`src/llc_defs.vh`:
```
// Constants of the latching limit controller.
`ifndef LLC_DEFS_VH
`define LLC_DEFS_VH

// Register byte offsets.
`define LLC_OFS_CTRL 7'h00
`define LLC_OFS_SETPOINT 7'h04
`define LLC_OFS_STATUS 7'h08
`define LLC_OFS_EXCEED_TIME 7'h0c
`define LLC_OFS_PEAK 7'h10
`define LLC_OFS_IRQ_STATUS 7'h14
`define LLC_OFS_IRQ_MASK 7'h18
`define LLC_OFS_DI_CFG 7'h1c
`define LLC_OFS_ALM_CFG0 7'h20
`define LLC_OFS_ALM_SP0 7'h30

// Control register fields.
`define LLC_CTRL_LOW_MODE 0
`define LLC_CTRL_ACK_SRC 1
`define LLC_CTRL_ALM_RELEASE 2

// Status register fields.
`define LLC_ST_EXCEED 0
`define LLC_ST_TRIP 1
`define LLC_ST_RELAY 2
`define LLC_ST_ALARM_LSB 3
`define LLC_ST_PV_RED 6
`define LLC_ST_BACKLIGHT 7

// Interrupt status fields.
`define LLC_IRQ_TRIP 0
`define LLC_IRQ_EXCEED 1
`define LLC_IRQ_ALARM_LSB 2
`define LLC_IRQ_WIDTH 5

// Alarm configuration fields.
`define LLC_ALM_TYPE_MSB 3
`define LLC_ALM_STANDBY 4
`define LLC_ALM_LATCH 5
`define LLC_ALM_HYST_LSB 8
`define LLC_ALM_ON_LSB 16
`define LLC_ALM_OFF_LSB 24

// Alarm types.
`define LLC_AT_OFF 4'h0
`define LLC_AT_PV_HIGH 4'h1
`define LLC_AT_PV_LOW 4'h2
`define LLC_AT_DEV_HIGH 4'h3
`define LLC_AT_DEV_LOW 4'h4
`define LLC_AT_DEV_OUT 4'h5
`define LLC_AT_DEV_IN 4'h6
`define LLC_AT_RATE 4'h7
`define LLC_AT_DIAG 4'h8
`define LLC_AT_FAIL 4'h9

// Contact input function codes.
`define LLC_DI_NONE 3'h0
`define LLC_DI_ALM_RELEASE 3'h1
`define LLC_DI_PV_COLOUR 3'h2
`define LLC_DI_BACKLIGHT 3'h3
`define LLC_DI_MSG1 3'h4

// Reset values.
`define LLC_RST_CTRL 3'h0
`define LLC_RST_SETPOINT 16'h0000
`define LLC_RST_PEAK 16'h8000
`define LLC_RST_DI_CFG 12'h000
`define LLC_RST_ALM_CFG 32'h00000000
`define LLC_RST_ALM_SP 16'h0000

// Time base tick in microseconds, clock in MHz.
`define LLC_TICK_US 1000
`define LLC_CLK_MHZ 100
`define LLC_TICK_CYCLES (`LLC_TICK_US * `LLC_CLK_MHZ)

`endif

```
`src/llc_top.v`:
```
// Latching limit controller with alarms, contact I/O and an Avalon-MM register slave.
// Behaviour
// - Mode bit selects high-limit or low-limit action against one setpoint.
// - Passing the setpoint lights exceed and sets the latched trip together.
// - Relay de-energizes at the moment a trip is set.
// - Exceed clears by itself once the value is back on the normal side.
// - Trip stays set after return to normal until a valid acknowledge.
// - Acknowledge while normal clears the trip.
// - Acknowledge while still beyond the setpoint is ignored.
// - Relay is de-energized whenever trip is set, energized only when clear.
// - De-energized relay leaves normally-closed contact closed, normally-open open.
// - Acknowledge comes from front key or contact, chosen by source select.
// - External acknowledge is always contact input one, fixed.
// - Total time spent beyond the setpoint is accumulated.
// - Highest process value seen is retained and updated on new highs.
// - Three alarms, each driving its own contact output.
// - Alarm types: value high/low, deviation high/low, out/in band, rate.
// - Self-diagnosis and failure conditions are selectable alarm types.
// - Alarms offer standby, forced-reset latch, hysteresis, on and off delays.
// - Contact inputs release latches, toggle colour, backlight, select four messages.
`default_nettype none
`include "llc_defs.vh"

module llc_top #(
    parameter TICK_CYCLES = `LLC_TICK_CYCLES,
    parameter NUM_ALARMS = 3
) (
    input wire ref_clk, // System clock, 100 MHz.
    input wire rst, // Asynchronous reset, active high.
    input wire [6:0] avs_address, // Byte address.
    input wire avs_read, // Read request.
    input wire avs_write, // Write request.
    input wire [31:0] avs_writedata, // Write data.
    output wire [31:0] avs_readdata, // Read data.
    output wire avs_waitrequest, // Stall while high.
    input wire [15:0] process_value, // Signed measured value, same clock.
    input wire self_diag_fault, // Self-diagnosis fault level, same clock.
    input wire input_fail, // Input failure level, same clock.
    input wire ack_key, // Front acknowledge key pin.
    input wire [3:0] contact_input, // Contact input pins; bit 0 is contact_input_one.
    output wire exceed_lamp, // Process value beyond setpoint.
    output wire trip_lamp, // Latched trip.
    output wire relay_energize, // Limit relay coil energized.
    output wire relay_nc_closed, // Normally-closed contact state.
    output wire relay_no_closed, // Normally-open contact state.
    output wire [2:0] alarm_out, // Alarm contact outputs.
    output wire pv_red, // Process display in red.
    output wire backlight_on, // Display backlight on.
    output wire [2:0] message_sel, // Message display 1 to 4, zero for none.
    output wire irq // Level interrupt.
);

    ////////////////////////////////////////////////////////////////////////////
    // Helpers.

    // Whether a rising allocatable contact carries a function code.
    function di_has;
        input [11:0] cfg;
        input [2:0] rise;
        input [2:0] code;
        integer k;
        begin
            di_has = 1'b0;
            for (k = 0; k < 3; k = k + 1) begin
                if (rise[k] && cfg[4*k +: 3] == code) begin
                    di_has = 1'b1;
                end
            end
        end
    endfunction

    // One alarm condition, with hysteresis.
    function alm_eval;
        input [3:0] typ;
        input signed [17:0] pv;
        input signed [17:0] dev;
        input signed [17:0] rate;
        input signed [17:0] sp;
        input signed [17:0] hy;
        input cur;
        input diag;
        input fail;
        reg signed [17:0] adev;
        reg signed [17:0] arate;
        begin
            adev = dev[17] ? -dev : dev;
            arate = rate[17] ? -rate : rate;
            case (typ)
                `LLC_AT_PV_HIGH: alm_eval = cur ? (pv > sp - hy) : (pv > sp);
                `LLC_AT_PV_LOW: alm_eval = cur ? (pv < sp + hy) : (pv < sp);
                `LLC_AT_DEV_HIGH: alm_eval = cur ? (dev > sp - hy) : (dev > sp);
                `LLC_AT_DEV_LOW: alm_eval = cur ? (dev < sp + hy) : (dev < sp);
                `LLC_AT_DEV_OUT: alm_eval = cur ? (adev > sp - hy) : (adev > sp);
                `LLC_AT_DEV_IN: alm_eval = cur ? (adev < sp + hy) : (adev < sp);
                `LLC_AT_RATE: alm_eval = cur ? (arate > sp - hy) : (arate > sp);
                `LLC_AT_DIAG: alm_eval = diag;
                `LLC_AT_FAIL: alm_eval = fail;
                default: alm_eval = 1'b0;
            endcase
        end
    endfunction

    ////////////////////////////////////////////////////////////////////////////
    // Pin synchronisers and edge detection.

    reg [4:0] pin_meta_reg;
    reg [4:0] pin_sync_reg;
    reg [4:0] pin_prev_reg;
    wire [4:0] pin_rise = pin_sync_reg & ~pin_prev_reg;

    // Two flops on the key and contact pins, then a third stage for edges.
    always @(posedge ref_clk or posedge rst) begin
        if (rst) begin
            pin_meta_reg <= 5'h00;
            pin_sync_reg <= 5'h00;
            pin_prev_reg <= 5'h00;
        end else begin
            pin_meta_reg <= {contact_input, ack_key};
            pin_sync_reg <= pin_meta_reg;
            pin_prev_reg <= pin_sync_reg;
        end
    end

    ////////////////////////////////////////////////////////////////////////////
    // Time base.

    reg [31:0] tick_cnt_reg;
    reg tick_reg;

    // One-cycle tick every TICK_CYCLES clocks.
    always @(posedge ref_clk or posedge rst) begin
        if (rst) begin
            tick_cnt_reg <= 32'h00000000;
            tick_reg <= 1'b0;
        end else if (tick_cnt_reg == TICK_CYCLES - 1) begin
            tick_cnt_reg <= 32'h00000000;
            tick_reg <= 1'b1;
        end else begin
            tick_cnt_reg <= tick_cnt_reg + 32'h00000001;
            tick_reg <= 1'b0;
        end
    end

    ////////////////////////////////////////////////////////////////////////////
    // Registers and bus state.

    reg [2:0] ctrl_reg;
    reg [15:0] setpoint_reg;
    reg [31:0] exceed_time_reg;
    reg [15:0] peak_reg;
    reg [4:0] irq_status_reg;
    reg [4:0] irq_mask_reg;
    reg [11:0] di_cfg_reg;
    reg [31:0] alm_cfg_reg [0:NUM_ALARMS-1];
    reg [15:0] alm_sp_reg [0:NUM_ALARMS-1];
    reg [31:0] readdata_reg;
    reg waitrequest_reg;
    reg exceed_reg;
    reg trip_reg;
    reg relay_reg;
    reg [2:0] alarm_out_reg;
    reg pv_red_reg;
    reg backlight_reg;
    reg [2:0] message_reg;
    reg irq_reg;
    reg [15:0] pv_prev_reg;
    reg [16:0] rate_reg;

    // A request completes at the edge where waitrequest is seen low.
    wire bus_done = (avs_read || avs_write) && !waitrequest_reg;
    wire wr_en = avs_write && bus_done;
    wire rd_en = avs_read && bus_done;
    wire [3:0] word_idx = avs_address[5:2];

    ////////////////////////////////////////////////////////////////////////////
    // Limit function.

    wire signed [17:0] pv_ext = {{2{process_value[15]}}, process_value};
    wire signed [17:0] sp_ext = {{2{setpoint_reg[15]}}, setpoint_reg};
    wire signed [17:0] dev_ext = pv_ext - sp_ext;
    wire signed [17:0] rate_ext = {rate_reg[16], rate_reg};
    wire low_mode = ctrl_reg[`LLC_CTRL_LOW_MODE];
    wire exceed_now = low_mode ? (pv_ext < sp_ext) : (pv_ext > sp_ext);
    wire ack_pulse = ctrl_reg[`LLC_CTRL_ACK_SRC] ? pin_rise[1] : pin_rise[0];
    wire [2:0] di_rise = pin_rise[4:2];
    wire alm_release = (wr_en && word_idx == `LLC_OFS_CTRL / 4 && avs_writedata[`LLC_CTRL_ALM_RELEASE])
        || di_has(di_cfg_reg, di_rise, `LLC_DI_ALM_RELEASE);
    reg trip_next;

    // Trip sets with exceed, and clears only on acknowledge while normal.
    always @* begin
        trip_next = trip_reg;
        if (exceed_now) begin
            trip_next = 1'b1;
        end else if (ack_pulse) begin
            trip_next = 1'b0;
        end
    end

    // Exceed indicator, trip latch and relay drive.
    always @(posedge ref_clk or posedge rst) begin
        if (rst) begin
            exceed_reg <= 1'b0;
            trip_reg <= 1'b0;
            relay_reg <= 1'b0;
        end else begin
            exceed_reg <= exceed_now;
            trip_reg <= trip_next;
            relay_reg <= !trip_next;
        end
    end

    ////////////////////////////////////////////////////////////////////////////
    // Alarms.

    wire [NUM_ALARMS-1:0] alm_on;
    wire [NUM_ALARMS-1:0] alm_on_rise = alm_on & ~alarm_out_reg;

    genvar g;
    generate
        for (g = 0; g < NUM_ALARMS; g = g + 1) begin : alm
            wire [31:0] cfg = alm_cfg_reg[g];
            wire [3:0] typ = cfg[`LLC_ALM_TYPE_MSB:0];
            wire signed [17:0] sp = {{2{alm_sp_reg[g][15]}}, alm_sp_reg[g]};
            wire signed [17:0] hy = {10'h000, cfg[`LLC_ALM_HYST_LSB +: 8]};
            wire [7:0] on_dly = cfg[`LLC_ALM_ON_LSB +: 8];
            wire [7:0] off_dly = cfg[`LLC_ALM_OFF_LSB +: 8];
            reg raw_reg;
            reg stby_reg;
            reg qual_reg;
            reg lat_reg;
            reg [7:0] dly_cnt_reg;
            wire cond = alm_eval(typ, pv_ext, dev_ext, rate_ext, sp, hy, raw_reg, self_diag_fault, input_fail);
            wire eff = cond && !(cfg[`LLC_ALM_STANDBY] && stby_reg);
            wire [7:0] dly = qual_reg ? off_dly : on_dly;

            // Hysteresis state, standby, on/off delay and latch of one alarm.
            always @(posedge ref_clk or posedge rst) begin
                if (rst) begin
                    raw_reg <= 1'b0;
                    stby_reg <= 1'b1;
                    qual_reg <= 1'b0;
                    lat_reg <= 1'b0;
                    dly_cnt_reg <= 8'h00;
                end else begin
                    raw_reg <= cond;
                    if (!cond) begin
                        stby_reg <= 1'b0;
                    end
                    if (eff == qual_reg) begin
                        dly_cnt_reg <= 8'h00;
                    end else if (dly == 8'h00) begin
                        qual_reg <= eff;
                    end else if (tick_reg) begin
                        if (dly_cnt_reg + 8'h01 >= dly) begin
                            qual_reg <= eff;
                            dly_cnt_reg <= 8'h00;
                        end else begin
                            dly_cnt_reg <= dly_cnt_reg + 8'h01;
                        end
                    end
                    if (!cfg[`LLC_ALM_LATCH]) begin
                        lat_reg <= 1'b0;
                    end else if (qual_reg) begin
                        lat_reg <= 1'b1;
                    end else if (alm_release) begin
                        lat_reg <= 1'b0;
                    end
                end
            end
            assign alm_on[g] = qual_reg || lat_reg;
        end
    endgenerate

    ////////////////////////////////////////////////////////////////////////////
    // Outputs, contact functions, accumulators and interrupt.

    wire [4:0] irq_set = {alm_on_rise, exceed_now && !exceed_reg, trip_next && !trip_reg};
    wire irq_rd_clear = rd_en && word_idx == `LLC_OFS_IRQ_STATUS / 4;
    wire [4:0] irq_status_next = (irq_rd_clear ? 5'h00 : irq_status_reg) | irq_set;
    reg [2:0] msg_next;
    integer m;

    // Message follows the last message contact raised.
    always @* begin
        msg_next = message_reg;
        for (m = 0; m < 4; m = m + 1) begin
            if (di_has(di_cfg_reg, di_rise, `LLC_DI_MSG1 + m[2:0])) begin
                msg_next = m[2:0] + 3'h1;
            end
        end
    end

    // Registered outputs and the things the block measures.
    always @(posedge ref_clk or posedge rst) begin
        if (rst) begin
            alarm_out_reg <= 3'h0;
            pv_red_reg <= 1'b0;
            backlight_reg <= 1'b1;
            message_reg <= 3'h0;
            irq_status_reg <= 5'h00;
            irq_reg <= 1'b0;
            exceed_time_reg <= 32'h00000000;
            peak_reg <= `LLC_RST_PEAK;
            pv_prev_reg <= 16'h0000;
            rate_reg <= 17'h00000;
        end else begin
            alarm_out_reg <= alm_on;
            if (di_has(di_cfg_reg, di_rise, `LLC_DI_PV_COLOUR)) begin
                pv_red_reg <= !pv_red_reg;
            end
            if (di_has(di_cfg_reg, di_rise, `LLC_DI_BACKLIGHT)) begin
                backlight_reg <= !backlight_reg;
            end
            message_reg <= msg_next;
            irq_status_reg <= irq_status_next;
            irq_reg <= |(irq_status_next & irq_mask_reg);
            if (tick_reg) begin
                pv_prev_reg <= process_value;
                rate_reg <= pv_ext[16:0] - {pv_prev_reg[15], pv_prev_reg};
            end
            if (wr_en && word_idx == `LLC_OFS_EXCEED_TIME / 4) begin
                exceed_time_reg <= 32'h00000000;
            end else if (tick_reg && exceed_reg && exceed_time_reg != 32'hffffffff) begin
                exceed_time_reg <= exceed_time_reg + 32'h00000001;
            end
            if (wr_en && word_idx == `LLC_OFS_PEAK / 4) begin
                peak_reg <= `LLC_RST_PEAK;
            end else if ($signed(process_value) > $signed(peak_reg)) begin
                peak_reg <= process_value;
            end
        end
    end

    ////////////////////////////////////////////////////////////////////////////
    // Avalon-MM slave: one wait cycle, then completion.

    integer a;
    reg [31:0] rd_mux;

    // Read multiplexer; address bit 6 is not decoded, unmapped word indices read zero.
    always @* begin
        rd_mux = 32'h00000000;
        case (word_idx)
            `LLC_OFS_CTRL / 4: rd_mux = {30'h00000000, ctrl_reg[1:0]};
            `LLC_OFS_SETPOINT / 4: rd_mux = {16'h0000, setpoint_reg};
            `LLC_OFS_STATUS / 4: rd_mux = {24'h000000, backlight_reg, pv_red_reg, alarm_out_reg,
                relay_reg, trip_reg, exceed_reg};
            `LLC_OFS_EXCEED_TIME / 4: rd_mux = exceed_time_reg;
            `LLC_OFS_PEAK / 4: rd_mux = {16'h0000, peak_reg};
            `LLC_OFS_IRQ_STATUS / 4: rd_mux = {27'h0000000, irq_status_reg};
            `LLC_OFS_IRQ_MASK / 4: rd_mux = {27'h0000000, irq_mask_reg};
            `LLC_OFS_DI_CFG / 4: rd_mux = {20'h00000, di_cfg_reg};
            default: begin
                for (a = 0; a < NUM_ALARMS; a = a + 1) begin
                    if (word_idx == `LLC_OFS_ALM_CFG0 / 4 + a) begin
                        rd_mux = alm_cfg_reg[a];
                    end
                    if (word_idx == `LLC_OFS_ALM_SP0 / 4 + a) begin
                        rd_mux = {16'h0000, alm_sp_reg[a]};
                    end
                end
            end
        endcase
    end

    // Handshake, read data capture and register writes.
    always @(posedge ref_clk or posedge rst) begin
        if (rst) begin
            waitrequest_reg <= 1'b1;
            readdata_reg <= 32'h00000000;
            ctrl_reg <= `LLC_RST_CTRL;
            setpoint_reg <= `LLC_RST_SETPOINT;
            irq_mask_reg <= 5'h00;
            di_cfg_reg <= `LLC_RST_DI_CFG;
            for (a = 0; a < NUM_ALARMS; a = a + 1) begin
                alm_cfg_reg[a] <= `LLC_RST_ALM_CFG;
                alm_sp_reg[a] <= `LLC_RST_ALM_SP;
            end
        end else begin
            waitrequest_reg <= !((avs_read || avs_write) && waitrequest_reg);
            if (avs_read && waitrequest_reg) begin
                readdata_reg <= rd_mux;
            end
            if (wr_en) begin
                case (word_idx)
                    `LLC_OFS_CTRL / 4: ctrl_reg <= {1'b0, avs_writedata[1:0]};
                    `LLC_OFS_SETPOINT / 4: setpoint_reg <= avs_writedata[15:0];
                    `LLC_OFS_IRQ_MASK / 4: irq_mask_reg <= avs_writedata[4:0];
                    `LLC_OFS_DI_CFG / 4: di_cfg_reg <= avs_writedata[11:0];
                    default: begin
                        for (a = 0; a < NUM_ALARMS; a = a + 1) begin
                            if (word_idx == `LLC_OFS_ALM_CFG0 / 4 + a) begin
                                alm_cfg_reg[a] <= avs_writedata;
                            end
                            if (word_idx == `LLC_OFS_ALM_SP0 / 4 + a) begin
                                alm_sp_reg[a] <= avs_writedata[15:0];
                            end
                        end
                    end
                endcase
            end
        end
    end

    // Every output comes from a flip-flop, relay_nc_closed through an inverter.
    assign avs_readdata = readdata_reg;
    assign avs_waitrequest = waitrequest_reg;
    assign exceed_lamp = exceed_reg;
    assign trip_lamp = trip_reg;
    assign relay_energize = relay_reg;
    assign relay_nc_closed = !relay_reg;
    assign relay_no_closed = relay_reg;
    assign alarm_out = alarm_out_reg;
    assign pv_red = pv_red_reg;
    assign backlight_on = backlight_reg;
    assign message_sel = message_reg;
    assign irq = irq_reg;

endmodule

`default_nettype wire

```
`config.mk`:
```
export PLATFORM = sky130hd
export DESIGN_NAME = llc_top
export DESIGN_NICKNAME = d
export VERILOG_FILES = /design/src/llc_top.v
export VERILOG_INCLUDE_DIRS = /design/src
export SDC_FILE = /design/constraint.sdc
export NUM_CORES = 2
export LEC_CHECK = 0
export BUFFER_PORTS_ARGS = -buffer_cell sky130_fd_sc_hd__buf_2
export CORE_ASPECT_RATIO = 1.4
export CORE_MARGIN = 1.5
export CORE_UTILIZATION = 55
export DETAILED_ROUTE_END_ITERATION = 12
export PLACE_DENSITY = 0.72
export SETUP_SLACK_MARGIN = 0.4
export SYNTH_ARGS = -nofsm -noshare
export SYNTH_HDL_FRONTEND = slang
export SYNTH_SLANG_ARGS = --single-unit
```
`constraint.sdc`:
```
create_clock -name ref_clk -period 17.4 [get_ports ref_clk]
set_input_delay 1.74 -clock ref_clk [delete_from_list [all_inputs] [get_ports ref_clk]]
set_output_delay 1.74 -clock ref_clk [all_outputs]
set_load 0.005 [all_outputs]
```
==> impl_metrics.env <==
export IMPL_place_port_buffers=109
export IMPL_worst_ep_required_time_ns=17.93
export IMPL_synthTopCellsByArea="dfrtp_1, ha_1, mux2_2"
export IMPL_dr_pass1_iters=7
export IMPL_synthToLayoutAreaGrowth_pct=9.21
export IMPL_ios=113
export IMPL_hold_depth=0
export IMPL_clock_path_buffers=3
export IMPL_largest_reg_flops=96
export IMPL_ctsHtreeMaxLevel=2
export IMPL_drive_above_1_share=0.117
export IMPL_max_slew_margin=0.117
export IMPL_synth_top_area_frac=0.263
export IMPL_core_area_um2=66600
export IMPL_grt_start_max_net_pins=117
export IMPL_fillerInstances=5739
export IMPL_ys_types=91
export IMPL_ys_warn_count=0
export IMPL_clock_latency_ns=0.62
export IMPL_vias=33613
export IMPL_utilization=0.606
export IMPL_synthArstFlopShare=1.00
export IMPL_fin_crit_ns=8.77
export IMPL_maxSlewViolCount=0
export IMPL_multiInputGateArea_um2=25900
export IMPL_p_per_area_nw_per_um2=149
export IMPL_vdd_drop_max_mv=0.106
export IMPL_min_period_over_period=0.504
export IMPL_register_area_um2=9870
export IMPL_cts_setup_buffers=0
export IMPL_fin_skew_ns=0.0293
export IMPL_synth_edf_count=0
export IMPL_cts_clk_slew_worst_paths_ns=0.06
export IMPL_path_class="input pin to flop"
export IMPL_die_area_um2=68800
export IMPL_wire_per_inst_um=26.1
export IMPL_ctsResizeCount=0
export IMPL_cts_tree="done"
export IMPL_cap_violations=0
export IMPL_placed_area_um2=38900
export IMPL_p_leak_uw=0.0188
export IMPL_grtUsageTotal=0.385
export IMPL_nets=4959
export IMPL_yosysTopAreaCell="dfrtp_1"
export IMPL_min_to="pin_sync_reg[3]$_DFF_PP0_"
export IMPL_drc=0
export IMPL_cts_root_buf="clkbuf_16"
export IMPL_postRouteWirelength_mm=133
export IMPL_grt_pass1_wl_mm=198
export IMPL_r2r_slack_ns=10.27
export IMPL_grt_overflow_total=0
export IMPL_syn_inst=4073
export IMPL_rows=112
export IMPL_gp_congestion=1.02
export IMPL_first_iter_violations=2998
export IMPL_ys_seq_area_frac=0.267
export IMPL_holdCritPathClass="flop to flop"
export IMPL_rsz0062_at_grt="no"
export IMPL_die_h_um=310
export IMPL_finalSetupViolCount=0
export IMPL_finalPower_uw=6020
export IMPL_crit_fanout=13
export IMPL_viasPerCell=6.60
export IMPL_fin_area_um2=40400
export IMPL_r2r_start="setpoint_reg[0]$_DFFE_PP0P_"
export IMPL_synthFlopType="dfrtp_1"
export IMPL_holdBufCountCts=0
export IMPL_final_antenna_net_count=0
export IMPL_slowest_stage="a2111oi_0"
export IMPL_path_cells="buf_2 > inv_1 > ha_1 > fa_1 > nor2b_1 > o22ai_1 > xnor2_4 > a2111oi_0 > nor4b_4 > nor2_1 > xnor2_1 > buf_4 > ha_1 > nand4_1 > nor2_1 > a21oi_1 > o211ai_1 > a221o_1 > o21bai_1 > a2111oi_0 > o2111ai_1 > o2111a_1 > or3_1 > a22oi_2"
export IMPL_grt_pass1_vias=32880
export IMPL_hold_violations=0
export IMPL_setup_tns_ns=0
export IMPL_syn_avg_cell_area_um2=9.07
export IMPL_worstPathArrival_ns=9.31
export IMPL_initial_core_util=0.555
export IMPL_syn_area_um2=37000
export IMPL_cp_end_kind="flop"
export IMPL_dp_hpwl_mm=101
export IMPL_numCtsBuffers=41
export IMPL_die_w_um=222
export IMPL_clock_fmax_ghz=0.114
export IMPL_worstMarginPinSlew_ns=1.32
export IMPL_max_stage_delay_ns=0.85
export IMPL_hp_start="pin_meta_reg[3]$_DFF_PP0_"
export IMPL_antenna_found_initial=9
export IMPL_ff2ff_path_depth=22
export IMPL_setup_worst_path_start_class="input pin"
export IMPL_clock_sinks=394
export IMPL_worst_r2r_endpoint="alm[2].dly_cnt_reg[1]$_DFFE_PP0P_"
export IMPL_ys_ff_latch=394
export IMPL_status="finished clean"
cells by family after synthesis:
kind of cell / synth area share
multiplexers: 0.0705
buffers and inverters: 0.0368
AO/OA/AOI/OAI: 0.179
other: 0.000101
XOR/XNOR: 0.0480
flip-flops: 0.267
AND/OR/NAND/NOR: 0.163
adder cells (fa/ha/maj): 0.235
layout by cell type (no fill, tap or decap), types with 23 or more instances in the layout:
| cell type | n |
|---|---|
| a211oi_1 | 34 |
| a21o_1 | 95 |
| a21oi_1 | 227 |
| a22oi_1 | 95 |
| a31oi_1 | 44 |
| and3_1 | 41 |
| buf_2 | 109 |
| buf_4 | 77 |
| clkbuf_16 | 42 |
| dfrtp_1 | 387 |
| ha_1 | 681 |
| inv_1 | 244 |
| mux2_2 | 186 |
| mux2i_1 | 51 |
| nand2_1 | 252 |
| nand2b_1 | 68 |
| nand3_1 | 129 |
| nand4_1 | 106 |
| nor2_1 | 302 |
| nor2b_1 | 71 |
| nor3_1 | 70 |
| nor4_1 | 34 |
| o2111ai_1 | 26 |
| o211ai_1 | 35 |
| o21a_1 | 46 |
| o21ai_0 | 176 |
| or3_1 | 23 |
| xnor2_1 | 136 |
| xor2_1 | 58 |
final cells by class:
class / count / share of cell area
tap: 855 / 0.0265
timing repair buffer: 186 / 0.0278
inverter: 245 / 0.0230
multi-input combinational: 3336 / 0.642
clock inverter: 19 / 0.00719
antenna: 2 / 0.000124
clock buffer: 56 / 0.0291
sequential: 394 / 0.244
worst max-delay path: cells and delay by family:
| kind | cells | cell delay (ns) |
|---|---|---|
| compound gates | 10 | 3.24 |
| xor+xnor | 2 | 0.51 |
| fa+ha+maj | 3 | 1.19 |
| buf+inv | 3 | 0.96 |
| simple gates | 6 | 1.63 |
stage by stage:
stage / hold slack (ns) / std cells / setup slack, ns
floorplan: 0.331 / 4087 / 4.72
global placement: 0.333 / 5016 / 8.16
detailed placement: 0.340 / 5016 / 8.20
global route: 0.366 / 5091 / 8.35
finish: 0.356 / 5093 / 8.63
CTS: 0.355 / 5091 / 8.76
how the worst max path moves through the flow:
| stage | startpoint | to | slack (ns) | depth (start not counted) |
|---|---|---|---|---|
| 2_1_floorplan | rst | alarm_out[0]$_DFF_PP0_ | 4.72 | 1 |
| 3_3_place_gp | process_value[0] | alm[2].dly_cnt_reg[1]$_DFFE_PP0P_ | 8.16 | 24 |
| 3_5_place_dp | process_value[0] | alm[2].dly_cnt_reg[1]$_DFFE_PP0P_ | 8.20 | 24 |
| 4_1_cts | process_value[0] | alm[2].dly_cnt_reg[1]$_DFFE_PP0P_ | 8.76 | 24 |
| 5_1_grt | process_value[0] | alm[0].dly_cnt_reg[7]$_DFFE_PP0P_ | 8.35 | 24 |
| 6_report | process_value[0] | alm[2].dly_cnt_reg[1]$_DFFE_PP0P_ | 8.63 | 24 |
Yosys cell counts, drive strengths merged, types with 22 or more instances:
library cell  instances
xnor2               141
a211oi               36
o2111ai              26
nor2                305
mux2i                51
xor2                 59
nor3                 75
or3                  24
a221oi               22
nand2               252
nand2b               68
dfrtp               388
ha                  681
and3                 41
clkbuf               91
inv                 245
mux2                186
o21bai               22
o21a                 46
nand4               106
a21o                 95
nor2b                71
a31oi                44
nor4                 37
o211ai               35
o31ai                22
o21ai               181
nand3               129
a22oi                97
a21oi               228
power by group:
group          internal (uW)  switching (uW)
combinational           1480            2230
clock                    555             415
sequential              1080             267
routing by layer:
layer | up-vias | global-route usage | routed length [um]
li1 | 15414 | - | -
met1 | 16054 | 0.426 | 48100
met2 | 1519 | 0.623 | 59300
met3 | 612 | 0.0726 | 10300
met4 | 14 | 0.369 | 15300
met5 | - | 0 | 79
Power figures use the tool's default switching activity.
